`config.mk`:
```
export PLATFORM = sky130hd
export DESIGN_NAME = wdar_regs
export DESIGN_NICKNAME = d
export VERILOG_FILES = /design/src/wdar_pkg.sv /design/src/wdar_regs.sv
export VERILOG_INCLUDE_DIRS = /design/src
export SDC_FILE = /design/constraint.sdc
export NUM_CORES = 1
export LEC_CHECK = 0
export ABC_AREA = 0
export ABC_CLOCK_PERIOD_IN_PS = 2000
export CAP_MARGIN = 0
export CORE_MARGIN = 2
export CORE_UTILIZATION = 51
export DETAILED_ROUTE_END_ITERATION = 8
export DONT_BUFFER_PORTS = 1
export PLACE_DENSITY = 0.65
export SYNTH_ARGS = -nofsm -noshare
export SYNTH_HDL_FRONTEND = slang
export SYNTH_SLANG_ARGS = --single-unit
```
`constraint.sdc`:
```
create_clock -name sys_clk -period 2 [get_ports sys_clk]
set_input_delay 0.4 -clock sys_clk [delete_from_list [all_inputs] [get_ports sys_clk]]
set_output_delay 0.4 -clock sys_clk [all_outputs]
set_load 0.05 [all_outputs]
```
`src/wdar_map.svh`:
```
// Constants for the watchdog answer and off-state cause registers
`ifndef WDAR_MAP_SVH
`define WDAR_MAP_SVH
`define WDAR_STAT_EARLY_BIT   0
`define WDAR_EARLY_RST        1'h0
`define WDAR_ANSWER_RST       8'h00
`define WDAR_CAUSE_RST        8'h00
`define WDAR_MULTI_COUNT      3'h4
`define WDAR_CAUSE_STARTUP    7
`define WDAR_CAUSE_ERRCNT     6
`define WDAR_CAUSE_INPUT_OVERVOLTAGE_CAUSE     5
`define WDAR_CAUSE_REG_FAIL   4
`define WDAR_CAUSE_CRC        3
`define WDAR_CAUSE_RST_TO     2
`define WDAR_CAUSE_SYSCLK     1
`define WDAR_CAUSE_POR        0
`endif

```
`src/wdar_pkg.sv`:
```
// Types for the watchdog answer and off-state cause registers
`default_nettype none
package wdar_pkg;
  typedef struct packed {
    logic       early_answer_flag;
    logic [2:0] resp_count;
    logic [7:0] watchdog_answer_byte;
    logic       answer_strobe;
    logic [7:0] off_state_cause_latch;
  } wdar_state_t;

  typedef struct packed {
    logic startup_timeout_cause;
    logic error_count_powerdown_cause;
    logic input_overvoltage_cause;
    logic regulator_failure_cause;
    logic config_memory_checksum_cause;
    logic reset_state_timeout_cause;
    logic system_clock_failure_cause;
    logic power_on_reset_cause;
  } wdar_cause_t;
endpackage : wdar_pkg
`default_nettype wire

```
`src/wdar_regs.sv`:
```
// Early-answer flag, answer register and off-state cause latch
`timescale 1ns/1ns
`default_nettype none
`include "wdar_map.svh"

// Functional notes
// - Early flag re-evaluated each cycle end, read-clear
// - Multi-answer mode: four answers in window one
// - Single-answer mode: one answer in closed window
// - Answer register initialised on reset and reset-state
// - Cause register zero at power-on, read clears
// - Bit 7 start-up timeout
// - Bit 6 error counter over power-down threshold
// - Bit 5 input overvoltage, latched until read clears it
// - Bit 4 any regulator failure
// - Bit 3 configuration memory checksum error
// - Bit 2 reset state timeout
// - Bit 1 system clock failure by monitor
// - Bit 0 power-on reset event
module wdar_regs (
  // Clock and reset
  input  wire logic               sys_clk,
  input  wire logic               reset_n,
  // Device state
  input  wire logic               reset_state,
  input  wire logic               watchdog_mode_select,
  // Watchdog timing
  input  wire logic               resp_window1,
  input  wire logic               close_window,
  input  wire logic               cycle_end,
  // Serial command decode
  input  wire logic               answer_write_command,
  input  wire logic [7:0]         answer_byte_field,
  input  wire logic               status_read,
  input  wire logic               cause_read,
  input  wire logic               answer_read,
  // Off-state cause events
  input  wire wdar_pkg::wdar_cause_t cause_event,
  // Register outputs
  output logic                    early_answer_flag,
  output logic [7:0]              watchdog_answer_byte,
  output logic                    answer_strobe,
  output logic [7:0]              off_state_cause_latch,
  output logic [7:0]              answer_read_data
);

  wdar_pkg::wdar_state_t st;
  wdar_pkg::wdar_state_t next_st;
  logic                  in_window;
  logic                  early_now;
  logic                  answer_counted;
  logic [3:0]            resp_total;

  always_comb begin
    next_st = st;
    next_st.answer_strobe = 1'b0;
    in_window = watchdog_mode_select ? close_window : resp_window1;
    answer_counted = answer_write_command && in_window;
    // Counting answers in the window that matters for the mode
    if (cycle_end) begin
      next_st.resp_count = 3'h0;
    end else if (answer_write_command && in_window &&
                 st.resp_count != 3'h7) begin
      next_st.resp_count = st.resp_count + 3'h1;
    end
    // Including an answer arriving in the final cycle
    resp_total = {1'b0, st.resp_count} + {3'h0, answer_counted};
    early_now = watchdog_mode_select ?
                (resp_total != 4'h0) :
                (resp_total >= {1'b0, `WDAR_MULTI_COUNT});
    if (status_read) begin
      next_st.early_answer_flag = 1'b0;
    end
    if (cycle_end) begin
      next_st.early_answer_flag = early_now;
    end
    if (answer_write_command) begin
      next_st.watchdog_answer_byte = answer_byte_field;
      next_st.answer_strobe = 1'b1;
    end
    if (reset_state) begin
      next_st.watchdog_answer_byte = `WDAR_ANSWER_RST;
    end
    if (cause_read) begin
      next_st.off_state_cause_latch = `WDAR_CAUSE_RST;
    end
    // Set wins over the read clear
    next_st.off_state_cause_latch[`WDAR_CAUSE_STARTUP] |=
      cause_event.startup_timeout_cause;
    next_st.off_state_cause_latch[`WDAR_CAUSE_ERRCNT] |=
      cause_event.error_count_powerdown_cause;
    next_st.off_state_cause_latch[`WDAR_CAUSE_INPUT_OVERVOLTAGE_CAUSE] |=
      cause_event.input_overvoltage_cause;
    next_st.off_state_cause_latch[`WDAR_CAUSE_REG_FAIL] |=
      cause_event.regulator_failure_cause;
    next_st.off_state_cause_latch[`WDAR_CAUSE_CRC] |=
      cause_event.config_memory_checksum_cause;
    next_st.off_state_cause_latch[`WDAR_CAUSE_RST_TO] |=
      cause_event.reset_state_timeout_cause;
    next_st.off_state_cause_latch[`WDAR_CAUSE_SYSCLK] |=
      cause_event.system_clock_failure_cause;
    next_st.off_state_cause_latch[`WDAR_CAUSE_POR] |=
      cause_event.power_on_reset_cause;
  end

  always_ff @(posedge sys_clk or negedge reset_n) begin
    if (!reset_n) begin
      st.early_answer_flag     <= `WDAR_EARLY_RST;
      st.resp_count            <= 3'h0;
      st.watchdog_answer_byte  <= `WDAR_ANSWER_RST;
      st.answer_strobe         <= 1'b0;
      st.off_state_cause_latch <= `WDAR_CAUSE_RST;
    end else begin
      st <= next_st;
    end
  end

  assign early_answer_flag     = st.early_answer_flag;
  assign watchdog_answer_byte  = st.watchdog_answer_byte;
  assign answer_strobe         = st.answer_strobe;
  assign off_state_cause_latch = st.off_state_cause_latch;
  assign answer_read_data      = 8'h00;

  // Cause bits: cause_event packs bits 7..0 in order

  property p_cause_set;
    @(posedge sys_clk) disable iff (!reset_n)
    cause_event != 8'h00 |=> (off_state_cause_latch & $past(cause_event))
                             == $past(cause_event);
  endproperty
  a_cause_set: assert property (p_cause_set)
    else $error("cause event not latched");

  property p_cause_clear;
    @(posedge sys_clk) disable iff (!reset_n)
    cause_read && cause_event == 8'h00 |=> off_state_cause_latch == 8'h00;
  endproperty
  a_cause_clear: assert property (p_cause_clear)
    else $error("cause read did not clear");

  property p_cause_hold;
    @(posedge sys_clk) disable iff (!reset_n)
    !cause_read && cause_event == 8'h00 |=> $stable(off_state_cause_latch);
  endproperty
  a_cause_hold: assert property (p_cause_hold)
    else $error("cause latch changed without cause");

  property p_early_clear;
    @(posedge sys_clk) disable iff (!reset_n)
    status_read && !cycle_end |=> !early_answer_flag;
  endproperty
  a_early_clear: assert property (p_early_clear)
    else $error("status read did not clear early flag");

  property p_early_hold;
    @(posedge sys_clk) disable iff (!reset_n)
    !status_read && !cycle_end |=> $stable(early_answer_flag);
  endproperty
  a_early_hold: assert property (p_early_hold)
    else $error("early flag changed outside cycle end");

  property p_single;
    @(posedge sys_clk) disable iff (!reset_n)
    cycle_end && watchdog_mode_select && st.resp_count != 3'h0
      |=> early_answer_flag;
  endproperty
  a_single: assert property (p_single)
    else $error("single mode early answer missed");

  property p_multi_low;
    @(posedge sys_clk) disable iff (!reset_n)
    cycle_end && !watchdog_mode_select && st.resp_count < 3'h3
      |=> !early_answer_flag;
  endproperty
  a_multi_low: assert property (p_multi_low)
    else $error("multi mode flag set with few answers");

  property p_multi_high;
    @(posedge sys_clk) disable iff (!reset_n)
    cycle_end && !watchdog_mode_select && st.resp_count >= 3'h4
      |=> early_answer_flag;
  endproperty
  a_multi_high: assert property (p_multi_high)
    else $error("multi mode flag clear with four answers");

  property p_answer;
    @(posedge sys_clk) disable iff (!reset_n)
    answer_write_command && !reset_state
      |=> answer_strobe && watchdog_answer_byte == $past(answer_byte_field);
  endproperty
  a_answer: assert property (p_answer)
    else $error("answer byte not stored");

  property p_answer_rst;
    @(posedge sys_clk) disable iff (!reset_n)
    reset_state |=> watchdog_answer_byte == 8'h00;
  endproperty
  a_answer_rst: assert property (p_answer_rst)
    else $error("answer not initialised in reset state");

  property p_answer_read;
    @(posedge sys_clk) disable iff (!reset_n)
    answer_read && !answer_write_command && !reset_state
      |=> $stable(watchdog_answer_byte) && !answer_strobe;
  endproperty
  a_answer_read: assert property (p_answer_read)
    else $error("answer read changed answer register");

  c_early: cover property (@(posedge sys_clk) disable iff (!reset_n)
    cycle_end ##1 early_answer_flag);
  c_cause: cover property (@(posedge sys_clk) disable iff (!reset_n)
    cause_event != 8'h00 ##1 cause_read);
  c_answer: cover property (@(posedge sys_clk) disable iff (!reset_n)
    answer_write_command ##1 answer_write_command);
  c_clear: cover property (@(posedge sys_clk) disable iff (!reset_n)
    early_answer_flag && status_read && !cycle_end);

endmodule : wdar_regs
`default_nettype wire

```
Word-level counts from Yosys, hierarchy flattened
Cells that the tools add are included.

cells by class
  order comparisons = 1
  muxes and demuxes = 9
  eq/ne operators = 1
  bitwise logic cells = 8
  reduce and logical (&&, ||, !) cells = 6
  add/subtract/negate cells = 2

operators with widths
  kind                                                               number
  two-way mux 8 bit                                                  2
  two-way mux 9 bit                                                  1
  bitwise OR 1 bit                                                   8
  two-way mux 3 bit                                                  2
  nonzero test 2 bit                                                 3
  adder 3 x 1 -> 4 bit                                               1
  greater-or-equal comparator 4 x 3 -> 1 bit, second input constant  1
  two-way mux 1 bit                                                  4
  nonzero test 4 bit                                                 1
  adder 3 x 1 -> 3 bit, second input constant                        1
  != test 3 bit, second input constant                               1
  logical AND 1 bit                                                  2

word-level totals
  output and inout port bits = 26
  register bits = 21
  input bits = 27
  logic and storage cells = 32

Depth between registers and ports, before layout
Gate-level depths: netlist of the first run.

  depth in word-level cells = 6
  gate-level depth with buffers = 7
  gate-level depth less buffers = 7

Least setup slack after synthesis of the first run
No wires, ideal clock.

  path kind = input to register
  from = input watchdog_mode_select
  to = register early_answer_flag (netlist name)
  cell stages on the path = 7
  setup time = 0.082 ns
  buffers on the path = 0
  data arrival time = 1.592 ns
  required time = 1.918 ns
  slack = 0.326 ns
  cells stage by stage = mux2i_1 -> and2b_1 -> ha_1 -> ha_1 -> a21boi_0 -> a21o_1 -> a31oi_1

on the way
  longest elaborated chain between the ends = 6
  elaborated cells between the ends (all ways) = 7
  classes of those cells = 1 x add/sub; 1 x order compare; 3 x mux; 2 x reduce/logical

RTL lines
  element                                                                                  RTL line                          text
  start, declared                                                                          wdar_regs.sv:26                   input wire logic watchdog_mode_select,
  two-way mux 1 bit                                                                        wdar_regs.sv:57                   in_window = watchdog_mode_select ? close_window : resp_window1;
  logical AND 1 bit                                                                        wdar_regs.sv:58                   answer_counted = answer_write_command && in_window;
  adder 3 x 1 -> 4 bit                                                                     wdar_regs.sv:67                   resp_total = {1'b0, st.resp_count} + {3'h0, answer_counted};
  greater-or-equal comparator 4 x 3 -> 1 bit / nonzero test 4 bit (equally long branches)  wdar_regs.sv:70, wdar_regs.sv:69
  two-way mux 1 bit *                                                                      wdar_regs.sv:68                   early_now = watchdog_mode_select ?
  two-way mux 1 bit *                                                                      wdar_regs.sv:74                   if (cycle_end) begin

Every way passes the cells marked *; elsewhere a longest branch is shown, timed or not.
A chain may end at the register's enable or synchronous reset.

Worst setup path in the final report of the first run
  from = register st[17] (netlist name)
  to = register st[17] (netlist name)

on the way
  longest elaborated chain between the ends = 3
  elaborated cells between the ends (all ways) = 6
  classes of those cells = 1 x add/sub; 1 x eq/ne; 2 x mux; 2 x reduce/logical

RTL lines
  element                                                         RTL line                          text
  start, declared                                                 wdar_regs.sv:47                   wdar_pkg::wdar_state_t st;
  start signal, assigned                                          wdar_regs.sv:114                  st <= next_st;
  adder 3 x 1 -> 3 bit / != test 3 bit (equally long branches)    wdar_regs.sv:64, wdar_regs.sv:63
  two-way mux 3 bit / logical AND 1 bit (equally long branches)   wdar_regs.sv:62                   end else if (answer_write_command && in_window &&
  two-way mux 3 bit / nonzero test 2 bit (equally long branches)  n/a

Parallel ways exist; a longest one is shown, timed or not. The select of a mux whose other input is x is not followed.

==> results of run 1 <==
cells in the mapped netlist:
cell type | instances | share of area
o21ai_0 | 1 | 0.0046
and2b_1 | 1 | 0.0069
a21boi_0 | 1 | 0.0069
inv_1 | 2 | 0.0069
mux2i_1 | 11 | 0.10
a21oi_1 | 1 | 0.0046
nor2_1 | 10 | 0.035
buf_1 | 1 | 0.0035
ha_1 | 4 | 0.046
conb_1 | 1 | 0.0035
a31oi_1 | 1 | 0.0058
a21o_1 | 9 | 0.062
nor2b_1 | 1 | 0.0058
buf_4 | 24 | 0.17
buf_6 | 1 | 0.010
nand2b_1 | 4 | 0.023
dfrtp_1 | 21 | 0.48
nor3b_2 | 1 | 0.012
mux2_1 | 1 | 0.010
kinds of logic (layout without fill, tap and decap cells):
| kind of cell | after synthesis | count (layout) | synth area share |
|---|---|---|---|
| AOI/OAI and AO/OA | 13 | 13 | 0.0843 |
| adders and majority gates | 4 | 4 | 0.0462 |
| buffers and inverters | 28 | 7 | 0.187 |
| DFF | 21 | 21 | 0.485 |
| muxes | 12 | 12 | 0.112 |
| other | 1 | 8 | 0.00346 |
| and+or+nand+nor | 17 | 17 | 0.0820 |
routing by layer:
metal  up-vias  share of wire
li1        257              -
met2        33           0.50
met4         0         0.0080
met5         -              0
met1       269           0.36
met3         2           0.13
metrics by stage:
| stage | total power [mW] | hold slack, ps | utilization | setup WS [ps] |
|---|---|---|---|---|
| 4_1_cts | 0.855 | 107 | 0.497 | 380 |
| 6_report | 0.834 | 126 | 0.497 | 403 |
| 3_5_place_dp | 0.641 | 105 | 0.479 | 217 |
| 3_3_place_gp | 0.637 | 105 | 0.479 | 272 |
| 2_1_floorplan | 0.679 | 104 | - | 326 |
| 5_1_grt | 0.881 | 84.6 | 0.497 | 309 |
power by group through the flow:
stage / clock network [mW] / registers [mW] / logic [mW]
floorplan: 0 / 0.481 / 0.198
global placement: 0 / 0.560 / 0.0777
detailed placement: 0 / 0.560 / 0.0805
CTS: 0.213 / 0.552 / 0.0906
global route: 0.227 / 0.555 / 0.0991
finish: 0.194 / 0.551 / 0.0891
sequential cells by signal, indices dropped and copies added (netlist names):
signal and cells:
answer_strobe 1, early_answer_flag 1, off_state_cause_latch 8, st 3
watchdog_answer_byte 8
worst paths after layout:
| check | startpoint | end | slack, ps |
|---|---|---|---|
| max in group asynchronous | reset_n | watchdog_answer_byte[4] | 770 |
| min | answer_write_command | answer_strobe | 130 |
| max | st[17] | st[17] | 400 |
| min in group asynchronous | reset_n | off_state_cause_latch[5] | 680 |
| max reg2reg | st[17] | st[17] | 400 |
| min reg2reg | st[18] | st[18] | 610 |
area by class of cell:
class / instances / area share
clock inverter: 1 / 0.00508
timing repair buffer: 1 / 0.0102
clock buffer: 3 / 0.0228
sequential: 21 / 0.533
tap: 27 / 0.0343
inverter: 2 / 0.00761
multi-input combinational: 54 / 0.387
critical path, cell delays in order (launching register included):
cell and delay, ps:
dfrtp_1 420, ha_1 210, ha_1 180, nor3b_2 320, mux2_1 360
layout by cell type (no fill, tap or decap), drive strengths merged:
cell type / netlist / routed
dfrtp: 21 / 21
mux2i: 11 / 11
nor2: 10 / 10
a21o: 9 / 9
conb: 1 / 8
nand2b: 4 / 4
ha: 4 / 4
clkbuf: 0 / 3
inv: 2 / 2
and2b: 1 / 1
nor3b: 1 / 1
nor2b: 1 / 1
mux2: 1 / 1
a21boi: 1 / 1
o21ai: 1 / 1
a21oi: 1 / 1
a31oi: 1 / 1
clkinv: 0 / 1
dlygate4sd3: 0 / 1
what timing repair did:
action                                 4_1_cts  5_1_grt
resized for setup                            0        0
endpoints found under the hold margin       21        0
hold buffers                                 1        0
==> flow_metrics.py, run 1 <==
metrics = {
    "outcome": {
        "status": "completed",
    },
    "placement": {
        "dpl_cell_area_um2": 948,
        "hpwl_um": 1190,
        "port_buffers": 0,
        "routabilityCongestion": 0.704,
        "place_inst": 104,
    },
    "detailed_routing": {
        "first_pass_iters": 3,
        "detail_route.wl_per_cell_um": 13.8,
        "vias": 561,
        "drt-initial-drc-count": 6,
        "drcViolationCount": 0,
        "wl_um": 1510,
        "viasPerCell": 5.15,
        "ant_nets": 0,
    },
    "power_and_ir_drop": {
        "p_leak_nw": 0.512,
        "switching_power_mw": 0.281,
        "power_density_nw_per_um2": 846,
        "p_sw_frac": 0.337,
        "p_seq_frac": 0.660,
        "vdd_drop_max_uv": 406,
        "p_int_mw": 0.553,
        "power_frac_comb": 0.107,
        "power_frac_clock": 0.233,
    },
    "cts": {
        "clock_latency_ps": 290,
        "numCtsBuffers": 3,
        "cts_sinks": 21,
        "clk_path_buf_depth": 2,
        "cts_tree": "done",
        "cts_root_buf": "clkbuf_4",
        "h-tree-depth": 1,
        "cts_setup_buffers": 0,
        "clkTransAtPathRegs_ps": 110,
    },
    "sta": {
        "maxSlewHeadroom": 0.384,
        "fin_crit_sh": 0.798,
        "skew_ps": 0.693,
        "hold_viol": 0,
        "slew_violations": 0,
        "fmax_ghz": 0.626,
        "fin_setup_tns_ps": 0,
        "fin_crit_ps": 1600,
        "worst_pin_slew_ps": 921,
        "setup_viol": 0,
        "rsz0062_at_grt": "false",
    },
    "global_routing": {
        "use_met2": 0.235,
        "grt_first_pass_wirelength_um": 2460,
        "grt_pass1_vias": 583,
        "grt_busiest_layer": "met2",
        "use_met3": 0.0515,
        "antenna_found_initial": 0,
        "overflow": 0,
        "grt_max_degree": 22,
        "grt_use_met1": 0.131,
        "track_usage": 0.132,
    },
    "synthesis": {
        "ys_seq_area_frac": 0.485,
        "yosys_warnings": 0,
        "netlist_instances": 96,
        "avgSynthCellArea_um2": 11.3,
        "synth_area_um2": 1080,
        "ys_types": 19,
        "ys_seq_elements": 21,
    },
    "floorplan": {
        "die_w_um": 50.1,
        "rows": 16,
        "die_h_um": 50.1,
        "start_util": 0.547,
        "io_pins": 53,
        "dieArea_um2": 2510,
        "core_um2": 1980,
    },
    "worst_setup_path": {
        "path_class": "reg -> reg",
        "rr_worst_depth": 4,
        "crit_arrival_ps": 1780,
        "worstSetupEndpointType": "flop",
        "crit_path_start_kind": "flop",
        "cp.required_ps": 2190,
        "path_max_fanout": 4,
    },
    "finish": {
        "area_growth_pct": -9.01,
        "multi_input_area_um2": 382,
        "fill_cells": 181,
        "final_layout_size_suffix_gt1_frac": 0.0610,
        "stdcell_count": 109,
        "final_area_um2": 986,
        "antenna_cells": 0,
        "fin_nets": 114,
        "seqCellArea_um2": 526,
    },
    "job": {
        "cap_violations": 0,
    },
    "hold_path": {
        "min_path_type": "in -> reg",
        "whs_path_depth": 0,
    },
}
Power figures use the tool's default switching activity.
==> run 2, diff against run 1 <==
--- a/config.mk
+++ b/config.mk
@@ -7,7 +7,7 @@
 export NUM_CORES = 1
 export LEC_CHECK = 0
 export ABC_AREA = 0
-export ABC_CLOCK_PERIOD_IN_PS = 2000
+export ABC_CLOCK_PERIOD_IN_PS = 1500
 export CAP_MARGIN = 0
 export CORE_MARGIN = 2
 export CORE_UTILIZATION = 51
==> constraint.sdc (replaced) <==
create_clock -name sys_clk -period 1.5 [get_ports sys_clk]
set_input_delay 0.3 -clock sys_clk [delete_from_list [all_inputs] [get_ports sys_clk]]
set_output_delay 0.3 -clock sys_clk [all_outputs]
set_load 0.05 [all_outputs]
==> run 2 against run 1 <==
  * Via count is 3.6% higher
  * Global-route usage is 0.21 points higher
  * Non-clock buffer count is 5 higher
  * Routed wire length is 5.7% higher
  * Core utilization is 2.9 points higher
  * Clock skew is 2.7 ps higher
  * Setup slack worse by 350 ps
  * Clock power is 40% higher
  * Critical path depth stayed put
==> flow_metrics.py, run 2 (same netlist as run 1, synthesis figures left out) <==
metrics = {
    "outcome": {
        "status": "completed",
    },
    "floorplan": {
        "io_pins": 53,
        "core_um2": 1980,
        "die_h_um": 50.1,
        "die_w_um": 50.1,
        "dieArea_um2": 2510,
        "rows": 16,
        "start_util": 0.547,
    },
    "detailed_routing": {
        "ant_nets": 0,
        "viasPerCell": 5.10,
        "detail_route.wl_per_cell_um": 14.0,
        "drcViolationCount": 0,
        "first_pass_iters": 1,
        "vias": 581,
        "wl_um": 1590,
        "drt-initial-drc-count": 0,
    },
    "global_routing": {
        "antenna_found_initial": 0,
        "grt_use_met1": 0.153,
        "use_met2": 0.224,
        "grt_pass1_vias": 582,
        "overflow": 0,
        "grt_first_pass_wirelength_um": 2480,
        "grt_busiest_layer": "met2",
        "track_usage": 0.135,
        "grt_max_degree": 22,
        "use_met3": 0.0424,
    },
    "finish": {
        "reg_top3": "off_state_cause_latch (8), watchdog_answer_byte (8), st (3)",
        "multi_input_area_um2": 399,
        "final_cell_mix": "21 x dfrtp_1, 10 x mux2i_1, 10 x nor2_1",
        "fin_nets": 119,
        "seqCellArea_um2": 526,
        "final_layout_size_suffix_gt1_frac": 0.138,
        "area_growth_pct": -3.70,
        "stdcell_count": 114,
        "antenna_cells": 0,
        "final_common_cell": "dfrtp_1",
        "fill_cells": 183,
    },
    "sta": {
        "layout_setup_ws_ps": 52.3,
        "slew_violations": 0,
        "maxSlewHeadroom": 0.373,
        "rsz0062_at_grt": "false",
        "fin_crit_ps": 1450,
        "setup_viol": 0,
        "skew_ps": 3.44,
        "worst_pin_slew_ps": 937,
        "fin_crit_sh": 0.965,
        "whs_ps": 42.7,
        "hold_viol": 0,
        "fmax_ghz": 0.691,
    },
    "hold_path": {
        "min_path_type": "in -> reg",
    },
    "worst_setup_path": {
        "path_max_fanout": 2,
        "crit_arrival_ps": 1640,
        "path_class": "reg -> reg",
        "crit_path_start_kind": "flop",
        "worstSetupEndpointType": "flop",
        "cp.required_ps": 1690,
    },
    "placement": {
        "hpwl_um": 1220,
        "routabilityCongestion": 0.756,
        "port_buffers": 0,
        "place_inst": 108,
        "place_ws_ps": -38.3,
    },
    "cts": {
        "cts_sinks": 21,
        "clock_latency_ps": 300,
        "h-tree-depth": 1,
        "clkTransAtPathRegs_ps": 120,
        "clk_path_buf_depth": 2,
        "cts_tree": "done",
        "numCtsBuffers": 3,
        "post_cts_resized": 0,
        "cts_root_buf": "clkbuf_4",
    },
    "power_and_ir_drop": {
        "power_density_nw_per_um2": 1090,
        "p_leak_nw": 0.531,
        "vdd_drop_max_uv": 657,
    },
    "job": {
        "cap_violations": 0,
    },
}
[run 2: changes by cell type in the layout (fill, tap and decap cells not counted)]
cell	delta
buf_4	+4
ha_1	-2
ha_2	+2
dlygate4sd3_1	+1
mux2i_1	-1
mux2i_4	+1
[run 2: timing repair]
action	4_1_cts	5_1_grt
setup buffers	0	0
hold endpoints to repair	21	1
hold buffers	1	1
[run 2: where the power goes]
part           total, mW  switching [mW]  internal (mW)
sequential         0.732           0.134          0.598
clock              0.271           0.172         0.0993
combinational      0.137          0.0833         0.0541
total               1.14           0.389          0.752
[run 2: final cells by class]
| cell class | instances | share of cell area |
|---|---|---|
| flip-flops and latches | 21 | 0.504 |
| multi-input cells | 54 | 0.382 |
| repair buffers | 6 | 0.0480 |
| well taps | 27 | 0.0324 |
| clock buffers | 3 | 0.0216 |
| inverters | 2 | 0.00719 |
| clock inverters | 1 | 0.00480 |
[run 2: metrics by stage]
stage | util | TNS (ps) | total power [mW] | area, µm²
2_1_floorplan | - | 0 | 0.909 | 1130
3_3_place_gp | 0.503 | 0 | 0.864 | 996
3_5_place_dp | 0.503 | -38.3 | 0.869 | 996
4_1_cts | 0.521 | 0 | 1.16 | 1030
5_1_grt | 0.527 | 0 | 1.19 | 1040
6_report | 0.527 | 0 | 1.14 | 1040
[run 2: layer usage]
layer / part of all wire / vias up
li1: - / 265
met1: 0.41 / 286
met2: 0.48 / 28
met3: 0.098 / 2
met4: 0.0056 / 0
met5: 0 / -
[run 2: worst max-delay path, cell delays in order (launching register included)]
cell,delay (ps)
dfrtp_1,400
ha_1,200
ha_1,190
nor3b_2,210
mux2_1,340
[run 2: worst paths after layout]
kind	from	end	slack [ps]	cells past startpoint
max	st[17]	st[17]	50	4
min	reset_state	watchdog_answer_byte[7]	40	1
max reg2reg	st[17]	st[17]	50	4
min reg2reg	st[19]	st[19]	610	2
max in group asynchronous	reset_n	watchdog_answer_byte[2]	360	1
min in group asynchronous	reset_n	off_state_cause_latch[3]	570	1
==> run 3, diff against run 2 <==
--- a/config.mk
+++ b/config.mk
@@ -14,6 +14,7 @@
 export DETAILED_ROUTE_END_ITERATION = 8
 export DONT_BUFFER_PORTS = 1
 export PLACE_DENSITY = 0.65
+export RECOVER_POWER = 100
 export SYNTH_ARGS = -nofsm -noshare
 export SYNTH_HDL_FRONTEND = slang
 export SYNTH_SLANG_ARGS = --single-unit
==> run 3 against run 2 <==
  * Fmax is 0.18% higher
  * Core utilization is 0.19 points lower
  * Sequential power hardly changed
  * Largest cell class unchanged
==> flow_metrics.py, run 3 (same netlist as run 1, synthesis figures left out) <==
metrics = {
    "outcome": {
        "status": "completed",
    },
    "finish": {
        "final_core_util": 0.525,
        "final_layout_size_suffix_gt1_frac": 0.126,
        "fin_nets": 119,
        "reg_top3": "off_state_cause_latch (8), watchdog_answer_byte (8), st (3)",
        "fill_cells": 182,
        "antenna_cells": 0,
        "area_growth_pct": -4.04,
        "final_cell_mix": "21 x dfrtp_1, 10 x mux2i_1, 10 x nor2_1",
        "final_common_cell": "dfrtp_1",
    },
    "sta": {
        "fin_crit_sh": 0.963,
        "skew_ps": 3.44,
        "whs_ps": 42.7,
        "fmax_ghz": 0.692,
        "rsz0062_at_grt": "false",
        "hold_viol": 0,
        "worst_pin_slew_ps": 936,
        "fin_crit_ps": 1450,
        "setup_viol": 0,
        "slew_violations": 0,
        "maxSlewHeadroom": 0.374,
    },
    "cts": {
        "clk_path_buf_depth": 2,
        "cts_root_buf": "clkbuf_4",
        "cts_tree": "done",
        "clkTransAtPathRegs_ps": 120,
        "h-tree-depth": 1,
        "cts_setup_buffers": 0,
        "clock_latency_ps": 300,
        "numCtsBuffers": 3,
        "cts_sinks": 21,
    },
    "global_routing": {
        "antenna_found_initial": 0,
        "overflow": 0,
        "grt_max_degree": 22,
        "grt_pass1_vias": 582,
        "track_usage": 0.135,
        "grt_first_pass_wirelength_um": 2480,
    },
    "detailed_routing": {
        "detail_route.wl_per_cell_um": 14.0,
        "top_layer": "met4",
        "wl_met2_um": 769,
        "viasPerCell": 5.10,
        "m1WireLength_um": 658,
        "drcViolationCount": 0,
        "drt-initial-drc-count": 0,
        "first_pass_iters": 1,
        "vias": 581,
        "met3WireLength_um": 156,
        "ant_nets": 0,
        "wl_um": 1590,
    },
    "power_and_ir_drop": {
        "power_density_nw_per_um2": 1100,
        "vdd_drop_max_uv": 657,
        "p_leak_nw": 0.527,
    },
    "hold_path": {
        "min_path_type": "in -> reg",
    },
    "placement": {
        "hpwl_um": 1220,
        "routabilityCongestion": 0.756,
        "port_buffers": 0,
    },
    "floorplan": {
        "start_util": 0.547,
        "die_w_um": 50.1,
        "die_h_um": 50.1,
        "io_pins": 53,
        "rows": 16,
        "core_um2": 1980,
        "dieArea_um2": 2510,
    },
    "worst_setup_path": {
        "path_class": "reg -> reg",
        "cp.required_ps": 1690,
        "crit_path_start_kind": "flop",
        "path_max_fanout": 2,
        "worstSetupEndpointType": "flop",
        "crit_arrival_ps": 1640,
    },
    "job": {
        "cap_violations": 0,
    },
}
-- run 3: cell types whose count changed in the layout (fill, tap and decap cells not counted), sizes merged --
cell    previous run  this run
clkbuf             3         4
buf                4         3
-- run 3: power breakdown --
group	total [mW]	leakage, nW	switching, mW	internal, mW
Combinational	0.135	0.251	0.0833	0.0522
Clock	0.271	0.0177	0.172	0.0993
Sequential	0.732	0.257	0.134	0.598
-- run 3: routing by layer --
| layer | GRT usage | vias to the layer above |
|---|---|---|
| met3 | 0.0424 | 2 |
| met1 | 0.153 | 286 |
| met4 | 0.0694 | 0 |
| li1 | - | 265 |
| met5 | 0 | - |
| met2 | 0.224 | 28 |
-- run 3: final timing paths --
path                              from                       end  slack (ps)  cells past startpoint
max                             st[17]                    st[17]          50                      4
min                        reset_state   watchdog_answer_byte[7]          40                      1
max reg2reg                     st[17]                    st[17]          50                      4
min reg2reg                     st[19]                    st[19]         610                      2
max in group asynchronous      reset_n   watchdog_answer_byte[2]         360                      1
min in group asynchronous      reset_n  off_state_cause_latch[3]         570                      1
-- run 3: layout make-up --
cell class                 instances  area (µm²)  share of cell area
sequential                        21         526               0.505
multi-input combinational         54         399               0.384
timing repair buffer               6        46.3              0.0445
tap                               27        33.8              0.0325
clock buffer                       3        22.5              0.0217
inverter                           2        7.51             0.00722
clock inverter                     1        5.00             0.00481
-- run 3: critical path, stage by stage (launching register included) --
cell	delay (ps)
dfrtp_1	400
ha_1	200
ha_1	190
nor3b_2	210
mux2_1	340
-- run 3: stage by stage --
step           TNS, ps  setup slack [ps]  cells  power, mW  area, µm²
2_1_floorplan        0              12.2    103      0.909       1130
3_3_place_gp         0              7.36    108      0.864        996
4_1_cts              0              37.0    113       1.16       1030
6_report             0              55.0    114       1.14       1040
3_5_place_dp     -38.3             -38.3    108      0.869        996
5_1_grt              0              1.92    114       1.19       1040
-- run 3: timing repair --
action	CTS	global route
resized for setup	0	0
hold buffers	1	1
hold endpoints to repair	21	1
